$ cat config.mk
export PLATFORM = sky130hd
export DESIGN_NAME = pssr_regs
export DESIGN_NICKNAME = d
export VERILOG_FILES = /design/src/pssr_sync.v /design/src/pssr_evt.v /design/src/pssr_regs.v
export VERILOG_INCLUDE_DIRS = /design/src /design/src/src
export SDC_FILE = /design/constraint.sdc
export NUM_CORES = 1
export LEC_CHECK = 0
export ABC_AREA = 0
export BUFFER_PORTS_ARGS = -buffer_cell sky130_fd_sc_hd__buf_2
export CAP_MARGIN = 20
export CORE_MARGIN = 2
export CORE_UTILIZATION = 51
export CTS_BUF_LIST = sky130_fd_sc_hd__clkbuf_4
export DETAILED_ROUTE_END_ITERATION = 8
export PLACE_DENSITY = 0.83
export RECOVER_POWER = 100
export SYNTH_ARGS = -nofsm -noshare
export SYNTH_HDL_FRONTEND = slang
export SYNTH_SLANG_ARGS = --single-unit
$ cat constraint.sdc
create_clock -name clk_sys_i -period 2.7 [get_ports clk_sys_i]
set_input_delay 0.54 -clock clk_sys_i [delete_from_list [all_inputs] [get_ports clk_sys_i]]
set_output_delay 0.54 -clock clk_sys_i [all_outputs]
set_load 0.02 [all_outputs]
$ cat src/pssr_map.vh
// Register offsets, field positions and reset values of the slot status and cap2 bank
`ifndef PSSR_MAP_VH
`define PSSR_MAP_VH

// ============================================================
// Offsets (byte addresses)
`define PSSR_OFF_SLOT 8'hd8
`define PSSR_OFF_DCAP2 8'he4
`define PSSR_OFF_DCTL2 8'he8
`define PSSR_OFF_LCAP2 8'hec
`define PSSR_OFF_LCTL2 8'hf0
`define PSSR_OFF_SCAP2 8'hf4
`define PSSR_OFF_SCTL2 8'hf8
`define PSSR_OFF_INTST 8'hfc
`define PSSR_OFF_INTMSK 12'h100
`define PSSR_OFF_SLCTL 12'h104

// ============================================================
// Slot status bits
`define PSSR_B_ABP 16
`define PSSR_B_PFD 17
`define PSSR_B_MSC 18
`define PSSR_B_PDC 19
`define PSSR_B_CC 20
`define PSSR_B_MSS 21
`define PSSR_B_PDS 22
`define PSSR_B_DLLSC 24

// ============================================================
// Slot control enables (own register)
`define PSSR_B_ABP_EN 0
`define PSSR_B_PFD_EN 1
`define PSSR_B_PDC_EN 3
`define PSSR_B_CC_EN 4
`define PSSR_B_HPI_EN 5

// ============================================================
// Capabilities and controls
`define PSSR_B_LTR_SUP 11
`define PSSR_DCAP2_VAL 32'h0004_0800
`define PSSR_B_LTR_EN 10
`define PSSR_B_OBFF_LO 13
`define PSSR_DCTL2_WMASK 32'h0000_6400
`define PSSR_LCTL2_WMASK 32'h0000_1fbf
`define PSSR_LCTL2_RST 32'h0000_0002
`define PSSR_B_DEEMP 6
`define PSSR_RST_DLLSC 1'b1

`endif

$ cat src/pssr_sync.v
// Two flip-flop synchroniser for a group of pin levels
`timescale 1ns/10ps
module pssr_sync #(
    parameter WIDTH = 4
) (
    // Clock and reset
    input wire clk_sys_i,
    input wire rst_n_i,
    // Levels
    input wire [WIDTH-1:0] async_i,
    output wire [WIDTH-1:0] sync_o
);
    reg [WIDTH-1:0] meta_r;
    reg [WIDTH-1:0] sync_r;

    always @(posedge clk_sys_i or negedge rst_n_i)
    begin
        if (!rst_n_i)
        begin
            meta_r <= {WIDTH{1'b0}};
            sync_r <= {WIDTH{1'b0}};
        end
        else
        begin
            meta_r <= async_i;
            sync_r <= meta_r;
        end
    end

    assign sync_o = sync_r;
endmodule // pssr_sync

$ cat src/pssr_evt.v
// Sticky write-one-to-clear flag bank, hardware set beats software clear
`timescale 1ns/10ps
module pssr_evt #(
    parameter WIDTH = 5,
    parameter [WIDTH-1:0] RST_VAL = {WIDTH{1'b0}}
) (
    // Clock and reset
    input wire clk_sys_i,
    input wire rst_n_i,
    // Set and clear
    input wire [WIDTH-1:0] set_i,
    input wire [WIDTH-1:0] clr_i,
    output wire [WIDTH-1:0] flag_o
);
    reg [WIDTH-1:0] flag_r;
    genvar g;

    generate
        for (g = 0; g < WIDTH; g = g + 1)
        begin : g_flag
            always @(posedge clk_sys_i or negedge rst_n_i)
            begin
                if (!rst_n_i)
                    flag_r[g] <= RST_VAL[g];
                else if (set_i[g])
                    flag_r[g] <= 1'b1;
                else if (clr_i[g])
                    flag_r[g] <= 1'b0;
            end
        end
    endgenerate

    assign flag_o = flag_r;
endmodule // pssr_evt

$ cat src/pssr_regs.v
// Slot status and second-generation capability/control register bank, APB slave
//
// What this block does
// - Attention button press sets bit 16, W1C
// - Power fault sets bit 17, W1C
// - Latch sensor change flag bit 18, read-only
// - Presence change sets bit 19, W1C
// - Command completion sets bit 20, W1C
// - Bit 21 shows latch sensor, open is one
// - Bit 22 shows card presence
// - No slot implemented: presence reads one
// - Presence resets to inverse of strap
// - Link-active change sets W1C bit 24, resets one
// - Capability bits 11 and 18 read one, others zero
// - Capability bits 19:18 read binary 01
// - Control bit 10 and bits 14:13 read-write
// - De-emphasis bit resets by port direction
// - Hot-plug interrupt only when matching enable set
//
// Our own choice: the APB register port.
`timescale 1ns/10ps
`include "pssr_map.vh"
module pssr_regs #(
    parameter DOWNSTREAM = 1,
    parameter SLOT_IMPL = 1
) (
    // Clock and reset
    input wire clk_sys_i,
    input wire rst_n_i,
    // APB slave
    input wire psel,
    input wire penable,
    input wire pwrite,
    input wire [11:0] paddr,
    input wire [31:0] pwdata,
    output wire pready,
    output wire pslverr,
    output reg [31:0] prdata,
    // Slot pins
    input wire attn_button_i,
    input wire power_fault_i,
    input wire latch_open_i,
    input wire card_present_i,
    input wire presence_strap_i,
    // Same-clock events
    input wire cmd_done_i,
    input wire link_active_i,
    // Outputs
    output wire hp_irq_o,
    output wire irq_o,
    output wire ltr_en_o,
    output wire [1:0] obff_en_o,
    output wire [15:0] link_ctl2_o
);
    // ============================================================
    // Pin synchronisers
    wire [4:0] pin_s;
    pssr_sync #(
        .WIDTH(5)
    ) u_sync (
        .clk_sys_i(clk_sys_i),
        .rst_n_i(rst_n_i),
        .async_i({presence_strap_i, card_present_i, latch_open_i, power_fault_i,
            attn_button_i}),
        .sync_o(pin_s)
    );
    wire btn_s = pin_s[0];
    wire pf_s = pin_s[1];
    wire latch_s = pin_s[2];
    wire card_s = pin_s[3];
    wire strap_s = pin_s[4];

    // ============================================================
    // APB decode
    wire wr_acc = psel && penable && pwrite;
    wire rd_acc = psel && penable && !pwrite;
    wire hit_slot = (paddr == {4'h0, `PSSR_OFF_SLOT});
    wire hit_dctl2 = (paddr == {4'h0, `PSSR_OFF_DCTL2});
    wire hit_lctl2 = (paddr == {4'h0, `PSSR_OFF_LCTL2});
    wire hit_intst = (paddr == {4'h0, `PSSR_OFF_INTST});
    wire hit_intmsk = (paddr == `PSSR_OFF_INTMSK);
    wire hit_slctl = (paddr == `PSSR_OFF_SLCTL);
    wire hit_ro = (paddr == {4'h0, `PSSR_OFF_DCAP2}) || (paddr == {4'h0, `PSSR_OFF_LCAP2})
        || (paddr == {4'h0, `PSSR_OFF_SCAP2}) || (paddr == {4'h0, `PSSR_OFF_SCTL2});
    wire mapped = hit_slot || hit_dctl2 || hit_lctl2 || hit_intst || hit_intmsk
        || hit_slctl || hit_ro;

    // Zero-wait slave; unmapped addresses answer with an error
    assign pready = 1'b1;
    assign pslverr = psel && penable && !mapped;

    // ============================================================
    // Edge detection and strap capture
    reg btn_d_r;
    reg pf_d_r;
    reg latch_d_r;
    reg card_d_r;
    reg link_d_r;
    reg init_r;
    reg init2_r;
    always @(posedge clk_sys_i or negedge rst_n_i)
    begin
        if (!rst_n_i)
        begin
            btn_d_r <= 1'b0;
            pf_d_r <= 1'b0;
            latch_d_r <= 1'b0;
            card_d_r <= 1'b0;
            link_d_r <= 1'b0;
            init_r <= 1'b0;
            init2_r <= 1'b0;
        end
        else
        begin
            btn_d_r <= btn_s;
            pf_d_r <= pf_s;
            latch_d_r <= latch_s;
            card_d_r <= card_s;
            link_d_r <= link_active_i;
            init_r <= 1'b1;
            // Synchronisers hold true pin levels from the second edge on
            init2_r <= init_r;
        end
    end

    // Presence state before first presence change is the inverse of the strap
    reg strap_done_r;
    reg strap_pds_r;
    always @(posedge clk_sys_i or negedge rst_n_i)
    begin
        if (!rst_n_i)
        begin
            strap_done_r <= 1'b0;
            strap_pds_r <= 1'b0;
        end
        else if (!strap_done_r && init2_r)
        begin
            strap_done_r <= 1'b1;
            strap_pds_r <= !strap_s;
        end
    end

    // ============================================================
    // Event flags
    // Pin edges ignored until synchronisers are full, else reset fakes an edge
    wire ev_abp = btn_s && !btn_d_r && strap_done_r;
    wire ev_pfd = pf_s && !pf_d_r && strap_done_r;
    wire ev_msc = (latch_s != latch_d_r) && strap_done_r;
    wire ev_pdc = (card_s != card_d_r) && strap_done_r;
    wire ev_cc = cmd_done_i;
    wire ev_dll = (link_active_i != link_d_r) && init_r;

    wire slot_wr = wr_acc && hit_slot;
    wire [4:0] w1c = slot_wr ? {pwdata[`PSSR_B_DLLSC], pwdata[`PSSR_B_CC],
        pwdata[`PSSR_B_PDC], pwdata[`PSSR_B_PFD], pwdata[`PSSR_B_ABP]} : 5'h00;
    wire [4:0] w1c_flag;
    pssr_evt #(
        .WIDTH(5),
        .RST_VAL(5'h10)
    ) u_w1c (
        .clk_sys_i(clk_sys_i),
        .rst_n_i(rst_n_i),
        .set_i({ev_dll, ev_cc, ev_pdc, ev_pfd, ev_abp}),
        .clr_i(w1c),
        .flag_o(w1c_flag)
    );

    // Latch changed flag: software cannot clear it, only reset does
    reg msc_r;
    always @(posedge clk_sys_i or negedge rst_n_i)
    begin
        if (!rst_n_i)
            msc_r <= 1'b0;
        else if (ev_msc)
            msc_r <= 1'b1;
    end

    reg pds_r_valid;
    always @(posedge clk_sys_i or negedge rst_n_i)
    begin
        if (!rst_n_i)
            pds_r_valid <= 1'b0;
        else if (ev_pdc)
            pds_r_valid <= 1'b1;
    end
    wire pres_state = (SLOT_IMPL == 0) ? 1'b1 : pds_r_valid ? card_s
        : strap_pds_r;

    wire [31:0] slot_rd;
    assign slot_rd = {7'h00, w1c_flag[4], 1'b0, pres_state, latch_s, w1c_flag[3],
        w1c_flag[2], msc_r, w1c_flag[1], w1c_flag[0], 16'h0000};

    // ============================================================
    // Writable control registers
    reg [31:0] dctl2_r;
    reg [31:0] lctl2_r;
    reg [5:0] slctl_r;
    reg [5:0] intmsk_r;
    always @(posedge clk_sys_i or negedge rst_n_i)
    begin
        if (!rst_n_i)
        begin
            dctl2_r <= 32'h0000_0000;
            lctl2_r <= `PSSR_LCTL2_RST;
            slctl_r <= 6'h00;
            intmsk_r <= 6'h00;
        end
        else
        begin
            if (wr_acc && hit_dctl2)
                dctl2_r <= pwdata & `PSSR_DCTL2_WMASK;
            if (wr_acc && hit_lctl2)
                lctl2_r <= pwdata & `PSSR_LCTL2_WMASK;
            if (wr_acc && hit_slctl)
                slctl_r <= pwdata[5:0];
            if (wr_acc && hit_intmsk)
                intmsk_r <= pwdata[5:0];
        end
    end
    wire deemp = (DOWNSTREAM != 0);
    wire [31:0] lctl2_rd = {lctl2_r[31:7], deemp, lctl2_r[5:0]};

    assign ltr_en_o = dctl2_r[`PSSR_B_LTR_EN];
    assign obff_en_o = dctl2_r[14:13];
    assign link_ctl2_o = lctl2_rd[15:0];

    // ============================================================
    // Hot-plug interrupt gating
    wire hp_any = (w1c_flag[0] && slctl_r[`PSSR_B_ABP_EN])
        || (w1c_flag[1] && slctl_r[`PSSR_B_PFD_EN])
        || (w1c_flag[2] && slctl_r[`PSSR_B_PDC_EN])
        || (w1c_flag[3] && slctl_r[`PSSR_B_CC_EN]);
    assign hp_irq_o = hp_any && slctl_r[`PSSR_B_HPI_EN];

    // ============================================================
    // Interrupt status: sticky, cleared by a read, set wins
    reg [5:0] intst_r;
    wire [5:0] int_ev = {ev_dll, ev_msc, ev_cc, ev_pdc, ev_pfd, ev_abp};
    wire intst_rd = rd_acc && hit_intst;
    always @(posedge clk_sys_i or negedge rst_n_i)
    begin
        if (!rst_n_i)
            intst_r <= 6'h00;
        else
            intst_r <= int_ev | (intst_rd ? 6'h00 : intst_r);
    end
    assign irq_o = |(intst_r & intmsk_r);

    // ============================================================
    // Read mux
    always @*
    begin
        prdata = 32'h0000_0000;
        if (rd_acc)
        begin
            case (paddr)
                {4'h0, `PSSR_OFF_SLOT}: prdata = slot_rd;
                {4'h0, `PSSR_OFF_DCAP2}: prdata = `PSSR_DCAP2_VAL;
                {4'h0, `PSSR_OFF_DCTL2}: prdata = dctl2_r;
                {4'h0, `PSSR_OFF_LCTL2}: prdata = lctl2_rd;
                {4'h0, `PSSR_OFF_INTST}: prdata = {26'h0000000, intst_r};
                `PSSR_OFF_INTMSK: prdata = {26'h0000000, intmsk_r};
                `PSSR_OFF_SLCTL: prdata = {26'h0000000, slctl_r};
                default: prdata = 32'h0000_0000;
            endcase
        end
    end
endmodule // pssr_regs

# Word level (Yosys, flattened, before mapping)
# Index checks and enable logic that the tools add are counted.
# word_totals
reg_bits,59
input_bits,56
out_inout_bits,55
elab_cells,100
# op_classes
n_eq_ne,13
muxes,15
bitwise,2
n_reduce_logical,47
# ops
operator,n
$pmux 25 s7,1
$eq 12x8->1 const B,8
$mux 32,1
$eq 12x9->1 const B,2
$logic_and 1x1->1,23
$logic_or 1x1->1,12
$mux 1,11
$reduce_bool 2->1,5
$and 6x6->6,1
$logic_not 1->1,6
$mux 6,1
$or 6x6->6,1
$reduce_or 6->1,1
$mux 5,1
$ne 1x1->1,3

# Depth between registers and ports, before layout
# Gate-level depths: netlist (run 1).
# logic_depth
ltp_word,9
depth_mapped,6

# Hierarchy
# From an unflattened synthesis (run 1), not the netlist that was laid out.
# unflattened
cells_unflattened,230
hier_area_um2,2817.7
# by_module_without_submodules
mod,instances,cells_per_inst,area_each_um2,seq_area_each_um2
pssr_regs,1,205,2384.8,1102.3
pssr_sync,1,10,250.2,250.2
pssr_evt,1,15,182.7,126.4

# Least setup slack after synthesis (run 1)
# OpenSTA, ideal clock, no wires.
# synth_timing
path_type,input-to-output
from,in paddr[0]
to,out prdata[12]
arrival_ns,2.277
required_ns,2.160
slack_ns,-0.117
cell_stages,5
path_buffers,1
path_cell_list,or4_4 buf_6 or3_1 nor4_4 and2_1
# synth_between
elab_chain_cells,3
elab_cells_between_ends,9
classes_between,eq/ne: 7; mux: 2
# synth_rtl
element,line,rtl
"start, declared",pssr_regs.v:34,"input wire [11:0] paddr,"
$eq 12x9->1 or $eq 12x8->1 (tied branches),pssr_regs.v:256,case (paddr)
$pmux 25 s7 *,pssr_regs.v:256,
$mux 32 *,pssr_regs.v:254,if (rd_acc)
"end, declared",pssr_regs.v:38,"output reg [31:0] prdata,"
# Every way passes the cells marked *; elsewhere a longest branch is shown, timed or not.

# Worst setup path after layout (run 1)
# layout_timing
from,in paddr[7]
to,out prdata[3]
# The elaborated chain is that of the path after synthesis.

==> results of run 1 <==
[final timing paths]
check / slack (ns) / to / cells past startpoint
worst max-delay path: -0.06 / prdata[3] / 8
worst min-delay path: 0.23 / u_sync.meta_r[2]$_DFF_PN0_ / 1
worst max register to register: 1.75 / u_w1c.flag_o[0]$_DFFE_PN0P_ / 2
worst min register to register: 0.35 / u_sync.sync_o[4]$_DFF_PN0_ / 0
max in group asynchronous: 1.33 / lctl2_r[12]$_DFFE_PN0P_ / 2
min in group asynchronous: 0.53 / u_sync.sync_o[0]$_DFF_PN0_ / 2
[cells by family after synthesis]
group | after synthesis | synth area share
mux | 34 | 0.133
buf+inv | 28 | 0.0597
compound gates | 36 | 0.0984
other cells | 2 | 0.00261
flops | 59 | 0.515
xor+xnor | 5 | 0.0152
simple gates | 79 | 0.176
[state kept, by name (all words and copies together), names as in the netlist, 3 cells and up]
register and cells:
dctl2_r 3, u_sync.meta_r 5, lctl2_r 12, intmsk_r 6, intst_r 6, u_sync.sync_o 5, u_w1c.flag_o 5, slctl_r 6
[report_power, final]
group / internal [mW] / switching [mW] / total, mW
sequential: 0.898 / 0.00676 / 0.905
combinational: 0.0569 / 0.0959 / 0.153
clock: 0.395 / 0.318 / 0.713
[routing by layer]
layer / GRT usage / up-vias / share of wire / wire length (um)
met5: 0 / - / 0 / 0
met4: 0.124 / 0 / 0.021 / 154
met3: 0.0750 / 14 / 0.060 / 445
met2: 0.385 / 103 / 0.50 / 3710
met1: 0.315 / 1182 / 0.42 / 3080
li1: - / 1076 / - / -
[Yosys cell counts, drive strengths merged (2+ instances only)]
cell type  number  area share
nand4bb         2      0.0078
nor3           15       0.030
nor4            4       0.018
mux2           33        0.13
clkbuf          4      0.0052
xnor2           2      0.0061
o21ai           3      0.0052
a22oi           6       0.016
buf            20       0.049
a32oi           6       0.018
dfstp           2       0.018
a22o            9       0.027
or4b            2      0.0096
or3             3      0.0065
and3            4      0.0087
nand3b          2      0.0052
inv             4      0.0052
nand2b          3      0.0065
and2           11       0.024
a21o            6       0.016
xor2            3      0.0091
conb            2      0.0026
nand2          17       0.022
nor2            7      0.0091
dfrtp          57        0.50
[layout make-up]
cell class | instances | share of cell area
Sequential cell | 59 | 0.386
Inverter | 4 | 0.00392
Clock inverter | 5 | 0.0206
Multi-Input combinational cell | 169 | 0.361
Clock buffer | 11 | 0.0215
Tap cell | 72 | 0.0235
Timing Repair Buffer | 110 | 0.184
[timing repair]
item                                    4_1_cts  5_1_grt
gates resized for setup                      22       34
endpoints found under the setup margin       19       21
hold endpoints to repair                      0        0
buffers inserted                              3        2
pin swaps                                     5       12
==> summary.md, run 1 <==
| Metric | Value |
|---|---|
| Iter 0 DRT Violations | `188` |
| Final Cell Area | `between 3000 and 4000 um2` |
| # DRC | `0` |
| Worst EP required | `2.16 ns` |
| # IOs | `111` |
| Fmax | `between 0.3 and 0.4 GHz` |
| Core area | `5470 um2` |
| First-pass GRT wire length | `between 10 and 15 mm` |
| Slowest CP cell | `or4b_4` |
| Total CTS buffers | `9` |
| Post-synthesis sequential element count | `slightly below 60` |
| Final Hold Viols | `0` |
| Vias in the first global route | `~2400` |
| WL/cell | `around 17 um` |
| GRT Overall Usage | `0.247` |
| Chip Width | `approximately 80 um` |
| Detailed Place HPWL | `5.10 mm` |
| Number of flops mapped to enable cells by yosys | `0` |
| Synth Instances | `243` |
| Library cells used by synthesis | `48` |
| FF/Latch Area | `1480 um2` |
| Dpl cells | `between 400 and 500` |
| HP Class | `in -> reg` |
| Largest net degree at the start of global routing | `60` |
| CP max stage delay | `approximately 0.54 ns` |
| Worst-Skew Late Latency | `approximately 0.41 ns` |
| Reg2Reg Launch Point | `strap_done_r$_DFFE_PN0P_` |
| Crit-path max FO | `5` |
| Maxcap violations | `0` |
| Max VDD drop | `about 0.34 mV` |
| Die ar. | `6250 um2` |
| Antenna Cells | `0` |
| CTS tree | `done` |
| Footprint of the multi-input gates | `~1400 um2` |
| Top FF cell, synth | `dfrtp_1` |
| Layout cell share with drive strength beyond 1 | `0.492` |
| Worst Setup SP | `paddr[7]` |
| Htree depth | `3` |
| FP Rows | `27` |
| Endpoints failing setup | `9` |
| Crit-path leading delay family | `simple AND/OR/NAND/NOR gates` |
| Antenna-violating nets left | `0` |
| Crit path kind | `in -> out` |
| Commonest cells after routing, fill and taps aside | `57 x dfrtp_1, 49 x buf_2, 33 x mux2_2` |
| Critical path arrival | `2.22 ns` |
| Setup TNS | `-0.214 ns` |
| Synth Cell Area | `2870 um2` |
| Sequential share of the synthesized area | `0.515` |
| HP Start | `latch_open_i` |
| WHS | `0.234 ns` |
| Static leakage | `1.82 nW` |
| Initial antenna violation count | `0` |
| Worst Skew | `0.0132 ns` |
| Place WS | `-0.105 ns` |
| Clock slew at reported path FFs | `0.10 ns` |
| Status | `finished, violations left` |
| Non-Filler Instances | `430` |
| Die Y | `79.1 um` |
| Unrepaired setup endpoints after global routing | `true` |
| Least-Margin Pin Slew | `1.40 ns` |
| Clock Path Buffers | `2` |
| Cell Area, Placed | `3450 um2` |
| Tmin final | `2.76 ns` |
| PwrDens | `462 nW/um2` |
| Root Driver | `clkbuf_4` |
| Total chip power | `between 1.5 and 2 mW` |
| Crit end category | `primary output` |
| Post-layout util | `0.701` |
| Final wirelength | `approximately 7.4 mm` |
| Via count | `2375` |
| WP buf/inv | `4` |
| Asr flop ratio synth | `1.00` |
| Failing checks | `setup timing` |
| # hold bufs at CTS | `0` |
| Number of buffers added on ports | `83` |
| Final GP Congestion | `0.881` |
| Tcrit/Tclk final | `1.02` |
| Vias/cell | `5.52` |
| Fillers | `408` |
| DRT Pass-1 Iters | `4` |
| Slew headroom | `0.0667` |
| Clock sinks | `roughly 60` |
| Area growth, synth to finish | `33.5%` |
| Final nets | `between 400 and 500` |
| Initial core utilization | `0.525` |
| Commonest non-fill, non-tap cell in the layout | `dfrtp_1` |
| CP cell instances | `buf_6 > or4b_4 > buf_6 > nor4_4 > buf_4 > a32oi_2 > nor3_2 > buf_4` |
| Final Slew Violations | `0` |
| CP Launch Type | `input port` |
| Final worst setup slack | `-0.0636 ns` |
| Synthesis warning total | `0` |
| GRT overflow | `0` |
| Avg Cell Area, Syn | `11.8 um2` |
Note: power is estimated with default switching activity, not from simulation.
==> inputs of run 2 (changes only) <==
--- a/config.mk
+++ b/config.mk
@@ -10,11 +10,12 @@
 export BUFFER_PORTS_ARGS = -buffer_cell sky130_fd_sc_hd__buf_2
 export CAP_MARGIN = 20
 export CORE_MARGIN = 2
-export CORE_UTILIZATION = 51
+export CORE_UTILIZATION = 50
 export CTS_BUF_LIST = sky130_fd_sc_hd__clkbuf_4
 export DETAILED_ROUTE_END_ITERATION = 8
-export PLACE_DENSITY = 0.83
+export PLACE_DENSITY = 0.82
 export RECOVER_POWER = 100
 export SYNTH_ARGS = -nofsm -noshare
 export SYNTH_HDL_FRONTEND = slang
+export SYNTH_HIERARCHICAL = 1
 export SYNTH_SLANG_ARGS = --single-unit
==> run 2 against run 1 <==
  * Sequential cell count stayed put
  * The flow now finishes without violations
  * Highest routed layer unchanged
  * Non-clock buffer count is 20 lower
  * Global-route usage shrank 5.3 points
  * Setup slack better by 0.20 ns
==> summary.md, run 2 <==
| Metric | Value |
|---|---|
| Status | `completed` |
| Asr flop ratio synth | `1.00 (unchanged)` |
| Clock slew at reported path FFs | `0.10 ns (about the same)` |
| Post-layout util | `0.605 (-0.0960)` |
| GRT overflow | `0 (unchanged)` |
| FF/Latch Area | `1480 um2 (unchanged)` |
| Crit end category | `primary output` |
| # hold bufs at CTS | `0 (unchanged)` |
| Biggest register | `lctl2_r` |
| Final Hold Viols | `0 (unchanged)` |
| Top FF cell, synth | `dfrtp_1` |
| Post-synthesis sequential element count | `59 (unchanged)` |
| CTS tree | `done` |
| Setup TNS | `0 ns (+0.214 ns)` |
| Max VDD drop | `0.363 mV (+7.2%)` |
| Crit path kind | `in -> out` |
| Clock sinks | `59 (unchanged)` |
| Dpl cells | `384 (-6.1%)` |
| Static leakage | `1.56 nW (-14%)` |
| Largest register FFs | `12 (unchanged)` |
| Area growth, synth to finish | `17.5%` |
| Count leader, synth | `dfrtp_1` |
| Final Slew Violations | `0 (unchanged)` |
| FP Rows | `27 (unchanged)` |
| GRT Overall Usage | `0.195 (-0.0525)` |
| Library cells used by synthesis | `46 (-4.2%)` |
| Chip Width | `79.1 um (about the same)` |
| Fmax | `0.390 GHz (+7.9%)` |
| PwrDens | `516 nW/um2 (+12%)` |
| Vias/cell | `5.16 (-6.6%)` |
| DRT Pass-1 Iters | `4 (unchanged)` |
| Worst Skew | `0.0129 ns (-0.000366 ns)` |
| Total CTS buffers | `9 (unchanged)` |
| Layout cell share with drive strength beyond 1 | `0.309 (-0.183)` |
| Die Y | `79.1 um (about the same)` |
| Synth area leaders | `dfrtp_1 51%, mux2_2 6.8%, mux2_4 5.3%` |
| Worst EP required | `2.16 ns (about the same)` |
| Synth Instances | `230 (-5.3%)` |
| Die ar. | `6250 um2 (about the same)` |
| Synth cell count leaders | `57 x dfrtp_1, 18 x and2_1, 17 x mux2_2` |
| Iter 0 DRT Violations | `67 (-64%)` |
| Yosys top cell area share | `0.506 (+0.00970)` |
| Largest net degree at the start of global routing | `60 (unchanged)` |
| Fillers | `496 (+22%)` |
| Commonest cells after routing, fill and taps aside | `57 x dfrtp_1, 46 x buf_2, 29 x clkbuf_1` |
| WL/cell | `14.4 um (-16%)` |
| Antenna Cells | `0 (unchanged)` |
| Postcts setup bufs | `0 (-3)` |
| # DRC | `0 (unchanged)` |
| Maxcap violations | `0 (unchanged)` |
| Root Driver | `clkbuf_4` |
| Footprint of the multi-input gates | `1130 um2 (-18%)` |
| CP cell instances | `buf_2 > or3b_2 > nor4_1 > nand2b_1 > o22ai_1 > clkbuf_2` |
| Sequential share of the synthesized area | `0.525 (+0.0101)` |
| Avg Cell Area, Syn | `12.3 um2 (+3.6%)` |
| Slowest CP cell | `or3b_2` |
| Initial core utilization | `0.515 (-0.0101)` |
| Detailed Place HPWL | `4.35 mm (-15%)` |
| Critical path arrival | `2.02 ns (-0.20 ns)` |
| # IOs | `111 (unchanged)` |
| Via count | `2058 (-13%)` |
| Vias in the first global route | `2019 (-15%)` |
| Clock Path Buffers | `2 (unchanged)` |
| Final nets | `379 (-7.3%)` |
| Synth area leader | `dfrtp_1` |
| Endpoints failing setup | `0 (-9)` |
| CP Launch Type | `input port` |
| Antenna-violating nets left | `0 (unchanged)` |
| Synth Cell Area | `2820 um2 (-1.9%)` |
| Htree depth | `3 (unchanged)` |
| Worst-Skew Late Latency | `0.38 ns (-0.03 ns)` |
| Unrepaired setup endpoints after global routing | `false` |
| Non-Filler Instances | `399 (-7.2%)` |
| Post-cts resize count | `0 (-100%)` |
| Crit-path max FO | `6 (+1)` |
| First-pass GRT wire length | `9.34 mm (-19%)` |
| Tcrit/Tclk final | `0.949 (-0.0750)` |
| Number of buffers added on ports | `83 (unchanged)` |
| Synthesis warning total | `6 (+6)` |
| Final GP Congestion | `0.871 (-1.2%)` |
| Slew headroom | `0.0690 (+0.00231)` |
| Core area | `5470 um2 (unchanged)` |
| Commonest non-fill, non-tap cell in the layout | `dfrtp_1` |
| CP max stage delay | `0.47 ns (-0.07 ns)` |
| Least-Margin Pin Slew | `1.40 ns (-0.00346 ns)` |
| Tmin final | `2.56 ns (-0.202 ns)` |
| HP Class | `in -> reg` |
| Final wirelength | `5.74 mm (-22%)` |
| Initial antenna violation count | `0 (unchanged)` |
| Number of flops mapped to enable cells by yosys | `0 (unchanged)` |
run 2: cell types whose count changed after synthesis, moves of 6 or more:
| cell | delta |
|---|---|
| nor3_1 | -13 |
| mux2_2 | -16 |
| nand2_1 | -11 |
| o22ai_1 | +6 |
| a22o_1 | -7 |
| a32oi_1 | -6 |
| and2_1 | +8 |
| mux2i_1 | +6 |
| mux2_4 | +10 |
run 2: cell families after synthesis:
group,after synthesis,synth area share
XOR/XNOR,3,0.00933
other,2,0.00267
flip-flops,59,0.525
AO/OA/AOI/OAI,37,0.0941
AND/OR/NAND/NOR,66,0.160
buffers and inverters,29,0.0626
multiplexers,34,0.146
run 2: path summary, 6_finish.rpt:
kind / slack, ns / cells past startpoint / endpoint / startpoint
min: 0.25 / 1 / u_sync/meta_r[0]$_DFF_PN0_ / attn_button_i
min reg2reg: 0.36 / 0 / u_sync/sync_o[4]$_DFF_PN0_ / u_sync/meta_r[4]$_DFF_PN0_
max reg2reg: 1.73 / 4 / u_w1c/flag_o[2]$_DFFE_PN0P_ / u_sync/sync_o[3]$_DFF_PN0_
max: 0.14 / 6 / prdata[5] / paddr[7]
max in group asynchronous: 1.30 / 2 / msc_r$_DFFE_PN0P_ / rst_n_i
min in group asynchronous: 0.54 / 2 / link_d_r$_DFF_PN0_ / rst_n_i
run 2: report_power, final:
group	switching (mW)	internal [mW]
sequential	0.00621	0.898
clock	0.307	0.378
combinational	0.0763	0.0415
total	0.389	1.32
run 2: routing by layer:
layer | vias to the layer above | track usage | part of all wire
met5 | - | 0 | 0
met4 | 0 | 0.0828 | 0.011
met3 | 7 | 0.0602 | 0.073
met2 | 80 | 0.305 | 0.49
met1 | 1004 | 0.252 | 0.42
li1 | 967 | - | -
run 2: stage by stage:
stage / hold slack, ns / power (mW) / setup WS (ns) / cell area [um2]
6_report: 0.253 / 1.71 / 0.139 / 3310
5_1_grt: 0.212 / 1.79 / 0.0442 / 3310
4_1_cts: 0.228 / 1.73 / 0.172 / 3430
3_3_place_gp: 0.333 / 1.04 / 0.160 / 3280
3_5_place_dp: 0.335 / 1.05 / 0.174 / 3280
2_1_floorplan: 0.244 / 0.997 / 0.275 / 2870
run 2: layout make-up:
type / count / area share
Clock inverter: 5 / 0.0238
Timing Repair Buffer: 90 / 0.127
Tap cell: 72 / 0.0272
Inverter: 8 / 0.00907
Sequential cell: 59 / 0.447
Multi-Input combinational cell: 155 / 0.343
Clock buffer: 10 / 0.0227
run 2: worst max-delay path, delay by kind of cell:
| kind | cells | cell delay, ns |
|---|---|---|
| AOI/OAI and AO/OA | 1 | 0.22 |
| buffers and inverters | 2 | 0.31 |
| and+or+nand+nor | 3 | 0.95 |
